**src/hdl/acs_defines.svh**
```systemverilog
// constants for the converter two-wire slave front end
// assumes inclusion by bare name from design files
`ifndef ACS_DEFINES_SVH
`define ACS_DEFINES_SVH
`define ACS_SLAVE_ADDR 7'h36
`define ACS_MCODE_TOP 5'h01
`define ACS_SETUP_RESET 8'h80
`define ACS_CONFIG_RESET 8'h01
`define ACS_BIT_REG 7
`define ACS_BIT_SEL_HI 6
`define ACS_BIT_SEL_LO 4
`define ACS_BIT_CLK 3
`define ACS_BIT_BIP 2
`define ACS_BIT_RST 1
`define ACS_BIT_SCAN_HI 6
`define ACS_BIT_SCAN_LO 5
`define ACS_BIT_CS 1
`define ACS_BIT_SGL 0
`define ACS_LEAD_ONES 6'h3F
`endif

```
**src/hdl/acs_pkg.sv**
```systemverilog
// types for the converter two-wire slave front end
// assumes acs_defines.svh is compiled alongside
package acs_pkg;
  // byte engine states
  typedef enum logic [2:0] {
    ACS_IDLE = 3'b000, // waiting for start
    ACS_ADDR = 3'b001, // shifting first byte
    ACS_AACK = 3'b010, // ack slot of first byte
    ACS_WRX = 3'b011, // shifting written byte
    ACS_WACK = 3'b100, // ack slot of written byte
    ACS_RTX = 3'b101, // sending read byte
    ACS_RACK = 3'b110, // master ack slot
    ACS_SKIP = 3'b111 // ignoring traffic
  } acs_state_e;
  typedef logic [7:0] acs_byte_t;
endpackage : acs_pkg

```
**src/hdl/acs_bus_if.sv**
```systemverilog
// interface carrying conditioned bus events from the line filter to the engine
// assumes one system clock for both ends
`timescale 1ns/100ps
interface acs_bus_if;
  logic scl_rise; // one-cycle pulse on clock rising
  logic scl_fall; // one-cycle pulse on clock falling
  logic sda_lvl; // synchronised data level
  logic start_ev; // start or repeated start pulse
  logic stop_ev; // stop pulse
  modport filt (output scl_rise, scl_fall, sda_lvl, start_ev, stop_ev);
  modport eng (input scl_rise, scl_fall, sda_lvl, start_ev, stop_ev);
endinterface : acs_bus_if

```
**src/hdl/acs_line_sync.sv**
```systemverilog
// two-flop synchronisers and edge/condition detection for the bus pins
// assumes pins are asynchronous to i_clk_sys
`timescale 1ns/100ps
`include "acs_defines.svh"
module acs_line_sync (
  // clock and reset
  input wire logic i_clk_sys,
  input wire logic i_rst,
  // raw pins
  input wire logic i_scl,
  input wire logic i_sda,
  // conditioned events
  acs_bus_if.filt bus
);
  import acs_pkg::*;
  logic [1:0] scl_meta_q, scl_meta_d; // first stage feeds only second
  logic [1:0] sda_meta_q, sda_meta_d;
  logic scl_old_q, scl_old_d; // previous synced levels
  logic sda_old_q, sda_old_d;

  // next values of the sync chains and history
  always_comb begin
    scl_meta_d = {scl_meta_q[0], i_scl};
    sda_meta_d = {sda_meta_q[0], i_sda};
    scl_old_d = scl_meta_q[1];
    sda_old_d = sda_meta_q[1];
  end

  // registers idle high like the pulled-up bus
  always_ff @(posedge i_clk_sys or posedge i_rst) begin
    if (i_rst) begin
      scl_meta_q <= 2'h3;
      sda_meta_q <= 2'h3;
      scl_old_q <= 1'b1;
      sda_old_q <= 1'b1;
    end else begin
      scl_meta_q <= scl_meta_d;
      sda_meta_q <= sda_meta_d;
      scl_old_q <= scl_old_d;
      sda_old_q <= sda_old_d;
    end
  end

  // conditions read only the second stage and its history
  assign bus.scl_rise = scl_meta_q[1] & ~scl_old_q;
  assign bus.scl_fall = ~scl_meta_q[1] & scl_old_q;
  assign bus.sda_lvl = sda_meta_q[1];
  assign bus.start_ev = scl_meta_q[1] & scl_old_q & sda_old_q & ~sda_meta_q[1];
  assign bus.stop_ev = scl_meta_q[1] & scl_old_q & ~sda_old_q & sda_meta_q[1];
endmodule : acs_line_sync

```
**src/hdl/acs_slave.sv**
```systemverilog
// two-wire slave front end: address match, ack, speed mode, setup/config bytes
// assumes open-drain pins resolved outside; defaults load at reset (power-up)
// Functional notes
// - start is data falling while clock high
// - stop is data rising while clock high
// - repeated start keeps bus active, mode kept
// - receiver drives ack low through ninth clock
// - nack leaves data released through ninth clock
// - idle slave waits start plus address 0110110
// - address lsb zero write, one read
// - matching address acknowledged for one clock
// - fast timing after power-up
// - master code is nacked, then high speed
// - stop in high speed returns fast timing
// - top bit one setup, zero configuration
// - one or two bytes, any order
// - every written byte is acknowledged
// - setup bit 2 bipolar, default unipolar
// - setup bit1 zero resets configuration
// - setup bit 0 ignored
// - setup bit 3 clock source, default internal
// - config scan 6:5, channel 1, type 0
// - read result: six ones then result bits
`timescale 1ns/100ps
`include "acs_defines.svh"
module acs_slave (
  // clock and reset
  input wire logic i_clk_sys,
  input wire logic i_rst,
  // bus pins, data is open drain
  input wire logic i_scl,
  input wire logic i_sda,
  output logic o_sda,
  output logic o_sda_oe,
  // conversion result to send on reads
  input wire logic [9:0] i_result,
  // decoded setup fields
  output logic [2:0] o_reference_choice,
  output logic o_clock_external,
  output logic o_polarity_coding_select,
  // decoded configuration fields
  output logic [1:0] o_scan_pattern,
  output logic o_input_channel_pick,
  output logic o_input_type_select,
  // status
  output logic o_high_speed,
  output logic o_bus_active
);
  import acs_pkg::*;

  acs_bus_if bus ();

  // pin conditioning
  acs_line_sync u_sync (
    .i_clk_sys(i_clk_sys),
    .i_rst(i_rst),
    .i_scl(i_scl),
    .i_sda(i_sda),
    .bus(bus)
  );

  acs_state_e st_q, st_d; // byte engine state
  logic [3:0] bit_q, bit_d; // bits taken in current byte
  acs_byte_t shf_q, shf_d; // receive/transmit shift register
  logic rd_q, rd_d; // current transfer is a read
  logic mcode_q, mcode_d; // first byte was the high speed code
  logic hs_q, hs_d; // high speed timing selected
  logic act_q, act_d; // bus busy between start and stop
  logic low_q, low_d; // driving data line low
  logic byte2_q, byte2_d; // which result byte is being sent
  acs_byte_t setup_q, setup_d; // converter_setup register
  acs_byte_t config_q, config_d; // configuration register
  logic [9:0] res_q, res_d; // result latched at read start

  // byte engine next state
  always_comb begin
    st_d = st_q;
    bit_d = bit_q;
    shf_d = shf_q;
    rd_d = rd_q;
    mcode_d = mcode_q;
    hs_d = hs_q;
    act_d = act_q;
    low_d = low_q;
    byte2_d = byte2_q;
    setup_d = setup_q;
    config_d = config_q;
    res_d = res_q;
    if (bus.stop_ev) begin
      st_d = ACS_IDLE;
      act_d = 1'b0;
      low_d = 1'b0;
      hs_d = 1'b0;
    end else if (bus.start_ev) begin
      st_d = ACS_ADDR; // (mode untouched on restart)
      act_d = 1'b1;
      bit_d = 4'h0;
      low_d = 1'b0;
    end else begin
      case (st_q)
        ACS_IDLE: begin
          low_d = 1'b0;
        end
        ACS_ADDR, ACS_WRX: begin
          if (bus.scl_rise) begin
            shf_d = {shf_q[6:0], bus.sda_lvl};
            bit_d = bit_q + 4'h1;
          end
          if (bus.scl_fall && bit_q == 4'h8) begin
            bit_d = 4'h0;
            if (st_q == ACS_ADDR) begin
              st_d = ACS_AACK;
              mcode_d = (shf_q[7:3] == `ACS_MCODE_TOP);
              rd_d = shf_q[0];
              low_d = (shf_q[7:1] == `ACS_SLAVE_ADDR); // (code left released)
            end else begin
              st_d = ACS_WACK;
              low_d = 1'b1;
              if (shf_q[`ACS_BIT_REG]) begin
                setup_d = {1'b1, shf_q[6:2], 1'b0, 1'b0};
                if (!shf_q[`ACS_BIT_RST]) begin
                  config_d = `ACS_CONFIG_RESET;
                end
              end else begin
                config_d = {1'b0, shf_q[6:5], 3'h0, shf_q[1:0]};
              end
            end
          end
        end
        ACS_AACK: begin
          if (bus.scl_fall) begin
            low_d = 1'b0; // one clock of ack
            if (mcode_q) begin
              hs_d = 1'b1;
              st_d = ACS_SKIP; // wait for repeated start
            end else if (shf_q[7:1] != `ACS_SLAVE_ADDR) begin
              st_d = ACS_SKIP;
            end else if (rd_q) begin
              st_d = ACS_RTX;
              res_d = i_result;
              byte2_d = 1'b0;
              shf_d = {`ACS_LEAD_ONES, i_result[9:8]};
              low_d = 1'b0; // first bit is a leading one, so the line stays released
            end else begin
              st_d = ACS_WRX;
            end
          end
        end
        ACS_RTX: begin
          if (bus.scl_fall) begin
            bit_d = bit_q + 4'h1;
            if (bit_q == 4'h7) begin
              st_d = ACS_RACK;
              low_d = 1'b0; // master answers, line released
            end else begin
              shf_d = {shf_q[6:0], 1'b0};
              low_d = ~shf_q[6];
            end
          end
        end
        ACS_RACK: begin
          if (bus.scl_rise) begin
            rd_d = ~bus.sda_lvl; // master ack keeps reading
          end
          if (bus.scl_fall) begin
            bit_d = 4'h0;
            if (!rd_q) begin
              st_d = ACS_SKIP; // nack: stay released
            end else begin
              st_d = ACS_RTX;
              byte2_d = ~byte2_q;
              shf_d = byte2_q ? {`ACS_LEAD_ONES, res_q[9:8]} : res_q[7:0];
              low_d = byte2_q ? 1'b0 : ~res_q[7];
            end
          end
        end
        ACS_WACK: begin
          if (bus.scl_fall) begin
            low_d = 1'b0;
            st_d = ACS_WRX;
          end
        end
        ACS_SKIP: begin
          low_d = 1'b0;
        end
        default: begin
          st_d = ACS_IDLE;
          low_d = 1'b0;
        end
      endcase
    end
  end

  // state registers; power-up defaults on reset
  always_ff @(posedge i_clk_sys or posedge i_rst) begin
    if (i_rst) begin
      st_q <= ACS_IDLE;
      bit_q <= 4'h0;
      shf_q <= 8'h00;
      rd_q <= 1'b0;
      mcode_q <= 1'b0;
      hs_q <= 1'b0;
      act_q <= 1'b0;
      low_q <= 1'b0;
      byte2_q <= 1'b0;
      setup_q <= `ACS_SETUP_RESET;
      config_q <= `ACS_CONFIG_RESET;
      res_q <= 10'h000;
    end else begin
      st_q <= st_d;
      bit_q <= bit_d;
      shf_q <= shf_d;
      rd_q <= rd_d;
      mcode_q <= mcode_d;
      hs_q <= hs_d;
      act_q <= act_d;
      low_q <= low_d;
      byte2_q <= byte2_d;
      setup_q <= setup_d;
      config_q <= config_d;
      res_q <= res_d;
    end
  end

  // open drain: only ever pull low
  assign o_sda = 1'b0;
  assign o_sda_oe = low_q;
  assign o_reference_choice = setup_q[`ACS_BIT_SEL_HI:`ACS_BIT_SEL_LO];
  assign o_clock_external = setup_q[`ACS_BIT_CLK];
  assign o_polarity_coding_select = setup_q[`ACS_BIT_BIP];
  assign o_scan_pattern = config_q[`ACS_BIT_SCAN_HI:`ACS_BIT_SCAN_LO];
  assign o_input_channel_pick = config_q[`ACS_BIT_CS];
  assign o_input_type_select = config_q[`ACS_BIT_SGL];
  assign o_high_speed = hs_q;
  assign o_bus_active = act_q;
endmodule : acs_slave

```
**config.mk**
```make
export PLATFORM = sky130hd
export DESIGN_NAME = acs_slave
export DESIGN_NICKNAME = d
export VERILOG_FILES = /design/src/hdl/acs_pkg.sv /design/src/hdl/acs_bus_if.sv /design/src/hdl/acs_line_sync.sv /design/src/hdl/acs_slave.sv
export VERILOG_INCLUDE_DIRS = /design/src /design/src/hdl
export SDC_FILE = /design/constraint.sdc
export NUM_CORES = 1
export LEC_CHECK = 0
export BUFFER_PORTS_ARGS = -buffer_cell sky130_fd_sc_hd__buf_2
export CAP_MARGIN = 20
export CORE_MARGIN = 5
export CORE_UTILIZATION = 30
export DETAILED_ROUTE_END_ITERATION = 8
export PLACE_DENSITY = 0.45
export SYNTH_ARGS = -nofsm -noshare
export SYNTH_HDL_FRONTEND = slang
export SYNTH_SLANG_ARGS = --single-unit
```
**constraint.sdc**
```tcl
create_clock -name i_clk_sys -period 2.25 [get_ports i_clk_sys]
set_input_delay 0.45 -clock i_clk_sys [delete_from_list [all_inputs] [get_ports i_clk_sys]]
set_output_delay 0.45 -clock i_clk_sys [all_outputs]
set_load 0.02 [all_outputs]
```
==> Word-level counts from Yosys, hierarchy flattened <==
Index checks and enable logic that the tools add are counted.
{ "classes": {"n_addsub": 1, "n_eq_ne": 37, "n_mux": 62, "n_bitwise": 19, "reduce_logical": 25} }
{ "op_table": {"columns": ["operator", "n"], "rows": [
  ["two-way mux 8 bit", 10],
  ["two-way mux 3 bit", 12],
  ["inequality test 4 bit (second input constant)", 8],
  ["one-hot mux 8 bit (4 select lines)", 1],
  ["two-way mux 1 bit", 26],
  ["inequality test 2 bit (second input constant)", 13],
  ["two-way mux 4 bit", 5],
  ["AND reduction 6 bit", 3],
  ["one-hot mux 3 bit (5 select lines)", 1],
  ["AND reduction 5 bit", 3],
  ["two-way mux 7 bit", 2],
  ["AND reduction 7 bit", 2],
  ["== test 3 bit (second input constant)", 4],
  ["NOT 1 bit", 12],
  ["one-hot mux 4 bit (3 select lines)", 1],
  ["AND reduction 12 bit", 1],
  ["nonzero test 2 bit", 6],
  ["AND reduction 9 bit", 1],
  ["nonzero test 4 bit", 2],
  ["bitwise AND 1 bit", 7],
  ["== test 7 x 6 -> 1 bit (second input constant)", 1],
  ["inequality test 7 x 6 -> 1 bit (second input constant)", 1],
  ["nonzero test 7 bit", 1],
  ["== test 3 x 2 -> 1 bit (second input constant)", 2],
  ["15 further kinds", 19]
]} }
{ "word_totals": {"register_bits": 49, "inputBits": 14, "output_inout_bits": 13, "elab_cells": 160} }

==> Depth between registers and ports, before layout <==
{ "depth": {"depth_word": 7, "mapped_depth": 8} }

==> Modules after synthesis <==
From an unflattened synthesis, not the netlist that was laid out.
{ "unflattened": {"hier_cells": 217, "area_unflattened_um2": 2413.6} }
{ "by_module_without_submodules": {"columns": ["mod", "n_inst", "cells_each", "area_per_inst_um2", "seq_area_each_um2"], "rows": [
  ["acs_slave", 1, 206, 2219.6, 1002.2],
  ["acs_line_sync", 1, 11, 193.9, 157.7]
]} }

==> Worst setup path after synthesis <==
No wires, ideal clock.
{ "synth_path": {"path_kind": "reg2reg", "startpoint": "register shf_q[7]", "endpoint": "register shf_q[0]", "setup_time_ns": 0.125, "t_arrival_ns": 1.732, "required_ns": 2.125, "slack_ns": 0.393, "stages_incl_launch_ff": 7, "n_path_buf": 1, "cell_sequence": "dfrtp_1 or3b_4 nor3_4 o31ai_1 a211o_1 buf_6 mux2_4"} }
{ "synth_between": {"elab_chain_len": 3} }
{ "synth_rtl": {"columns": ["item", "line", "source"], "rows": [
  ["start, declared", "acs_slave.sv:64", "acs_byte_t shf_q, shf_d;"],
  ["start signal, assigned", "acs_slave.sv:199", "shf_q <= 8'h00;"],
  ["start signal, assigned", "acs_slave.sv:212", "shf_q <= shf_d;"],
  ["inequality test 7 x 6 -> 1 bit (no source line)", null, null],
  ["inequality test 2 bit (no source line)", null, null],
  ["AND reduction 12 bit (no source line)", null, null]
]} }
Every way passes these cells.
A chain may end at the register's enable or synchronous reset.

==> Final worst setup path <==
{ "layout_path": {"startpoint": "register shf_q[4]", "endpoint": "register res_q[3]"} }
{ "layout_between": {"elab_chain_len": 3} }
{ "layout_rtl": {"columns": ["item", "line", "source"], "rows": [
  ["inequality test 7 x 6 -> 1 bit (no source line)", null, null],
  ["NOT 1 bit (no source line)", null, null],
  ["AND reduction 7 bit (no source line)", null, null],
  ["end signal, assigned", "acs_slave.sv:221", "res_q <= res_d;"],
  ["end, declared", "acs_slave.sv:73", "logic [9:0] res_q, res_d;"]
]} }
Every way passes these cells.

==> reports/results.tsv <==
metric	value	unit
maximum vdd drop	279	uV
IO Count	27	
Fin. Hold Viols	0	
Num CTS Buffers	5	
clk slew on worst S/H paths	90	ps
CTS sink cnt	46	
pwr/cell area	1150	nW/um2
Multi-input gate area	1070	um2
CP Data Required Time	2440	ps
max-slew violations	0	
Max-Cap Viols	0	
die height	99.7	um
Mapped Cells	221	
total number of vias	1772	
Die Wd	99.7	um
Reg area	1160	um2
Crit. End Element	register	
hpwl dp	4010	um
RSZ-0062 raised after global routing	false	
Seq/Total Area, Yosys	0.480	
FFs w/ async S/R, synth	1.00	
initial core utilization	0.311	
utilization after layout	0.349	
clock skew	6.98	ps
hold_buf cts	0	
WL per Instance	15.4	um
Ant. Diodes	0	
# nets final	267	
Post-CTS Resized	0	
I/O Buffers	25	
Detailed Routing Iterations Pass 1	6	
Synth cell types	60	
Worst Path Max Fanout	10	
row count	32	
final WL	5460	um
post-synthesis instance area	2410	um2
Finished Layout Cells	354	
final setup TNS	0	ps
syn avg cell area	10.9	um2
Clk Latency, worst-skew pair	310	ps
FILL cells	817	
share of layout cells above drive strength 1	0.310	
die footprint	9940	um2
TritonCTS clock tree	built	
worst slew pin tran	499	ps
crit start category	register	
largest net degree at the start of global routing	22	
drt drc	0	
top cell type by total area after synthesis	dfrtp_1	
Mapped Nets	237	
Core ar.	7770	um2
WP buf/inv	0	
status	finished, final reports clean	
Synth Register Bits	46	
Final Wtd Congestion	0.796	
Remaining Overflow, GRT	0	
CP cell instances	or3b_4 -> nor3_4 -> nand4_2 -> mux2_2	
share of the synthesized area in the top cell type	0.404	
setup bufs post-CTS	0	
top cells by area, synth	dfrtp_1 (40%), dfstp_2 (7.6%), mux2_2 (7.0%)	
Clock Tree Root	clkbuf_8	
P_leak	1.25	nW
crit path DAT	2170	ps
Final Power	0.00312	W
Stages on worst setup path	4	
final worst path period share	0.878	
worst relative slew slack	0.667	
final setup violation count	0	
CP max-delay cell	or3b_4	
reg2reg path depth	4	
count leader, synth	dfrtp_1	
ys flop type	dfrtp_1	
H-Tree Depth	2	
CP top delay family	simple AND/OR/NAND/NOR gates	
aggregate global-route resource usage	0.117	
placed cell count	346	
initial antenna violation count	0	
most frequent cells after synthesis	dfrtp_1 (39), o21ai_0 (19), inv_1 (15), mux2_2 (15), mux2i_1 (12)	
DRT antenna net count	0	
number of global-route vias before repair	1809	
drt first-iter violations	110	
Crit Path Category	reg -> reg	
Max Freq	506	MHz
Via density	5.01	
Layout Area Growth over Synthesis	12.4	%
Clock Path Buffers	2	
Crit path largest cell delay	440	ps
Hold Crit Class	in -> async	
crit path time final	1980	ps
yosys warns	0	
number of synthesized flops with an enable pin	0	
global-route wire length before repair	9270	um
registers in the layout, indices dropped and copies added (netlist names):
signal and flops:
u_sync.scl_old_q 1, o_bus_active 1, st_q 3, u_sync.scl_meta_q 2
setup_q 5, o_high_speed 1, rd_q 1, mcode_q 1
bit_q 4, u_sync.sda_old_q 1, o_sda_oe 1, u_sync.sda_meta_q 2
res_q 10, shf_q 8, byte2_q 1, config_q 4
cell type report:
cell class              count  share of cell area
repair buffers             37              0.0793
flip-flops and latches     46               0.427
clock buffers               5              0.0254
well taps                 102              0.0470
clock inverters             3             0.00692
multi-input cells         146               0.393
inverters                  15              0.0207
worst register-to-register path, cell delays in order, from the launching register on:
cell     delay, ps
dfrtp_1        430
or3b_4         440
nor3_4         240
nand4_2        360
mux2_2         390
placed cells by master, fill, tap and decap left out, types with 2 or more instances in the layout:
| cell | n |
|---|---|
| dfrtp_1 | 39 |
| buf_2 | 25 |
| o21ai_0 | 19 |
| mux2_2 | 15 |
| inv_1 | 14 |
| mux2i_1 | 12 |
| buf_4 | 12 |
| nand2_1 | 10 |
| nand2b_1 | 9 |
| nor2_1 | 8 |
| o22ai_1 | 7 |
| dfstp_2 | 7 |
| nand3_1 | 6 |
| a21oi_1 | 5 |
| clkbuf_8 | 5 |
| nor2b_1 | 4 |
| nand4_1 | 3 |
| and3_1 | 2 |
| o32ai_1 | 2 |
| a21o_1 | 2 |
| a31oi_1 | 2 |
| a22o_1 | 2 |
| nor3_1 | 2 |
| a31o_2 | 2 |
| ha_1 | 2 |
| clkinv_2 | 2 |
per-stage QoR:
step	instance area, um2	worst slack, ps	hold slack (ps)
after floorplan	2410	393	345
after global placement	2630	291	346
after global routing	2710	123	187
after detailed placement	2630	266	347
after CTS	2710	244	180
final	2710	274	162
layer usage:
layer / track usage / up-vias / share of wire
li1: - / 864 / -
met5: 0 / - / 0
met1: 0.155 / 863 / 0.48
met4: 0.0410 / 0 / 0.014
met3: 0.0266 / 6 / 0.047
met2: 0.188 / 39 / 0.46
final timing paths:
kind                                                     start                              to  slack (ps)
worst max-delay path                      shf_q[4]$_DFFE_PP0P_            res_q[3]$_DFFE_PP0P_         270
worst min-delay path                                     i_rst            shf_q[5]$_DFFE_PP0P_         160
worst max register to register            shf_q[4]$_DFFE_PP0P_            res_q[3]$_DFFE_PP0P_         270
worst min register to register  u_sync.sda_meta_q[0]$_DFF_PP1_  u_sync.sda_meta_q[1]$_DFF_PP1_         360
max in group asynchronous                                i_rst      u_sync.scl_old_q$_DFF_PP1_        1440
min in group i_clk_sys                                   i_sda  u_sync.sda_meta_q[0]$_DFF_PP1_         230
where the power goes:
group          total (W)  leakage, nW  switching, W  internal (W)
Sequential       0.00129        0.549      0.000239       0.00105
Clock           0.000522       0.0483      0.000302      0.000219
Combinational    0.00131        0.649      0.000719      0.000595
kinds of logic after synthesis:
| kind of cell | after synthesis | share of synthesized area |
|---|---|---|
| flops | 46 | 0.480 |
| buf+inv | 29 | 0.0777 |
| mux | 28 | 0.126 |
| xor+xnor | 1 | 0.00363 |
| other cells | 1 | 0.00155 |
| fa+ha+maj | 2 | 0.0104 |
| simple gates | 54 | 0.132 |
| compound gates | 60 | 0.169 |
(Power assumes the default switching activity.)
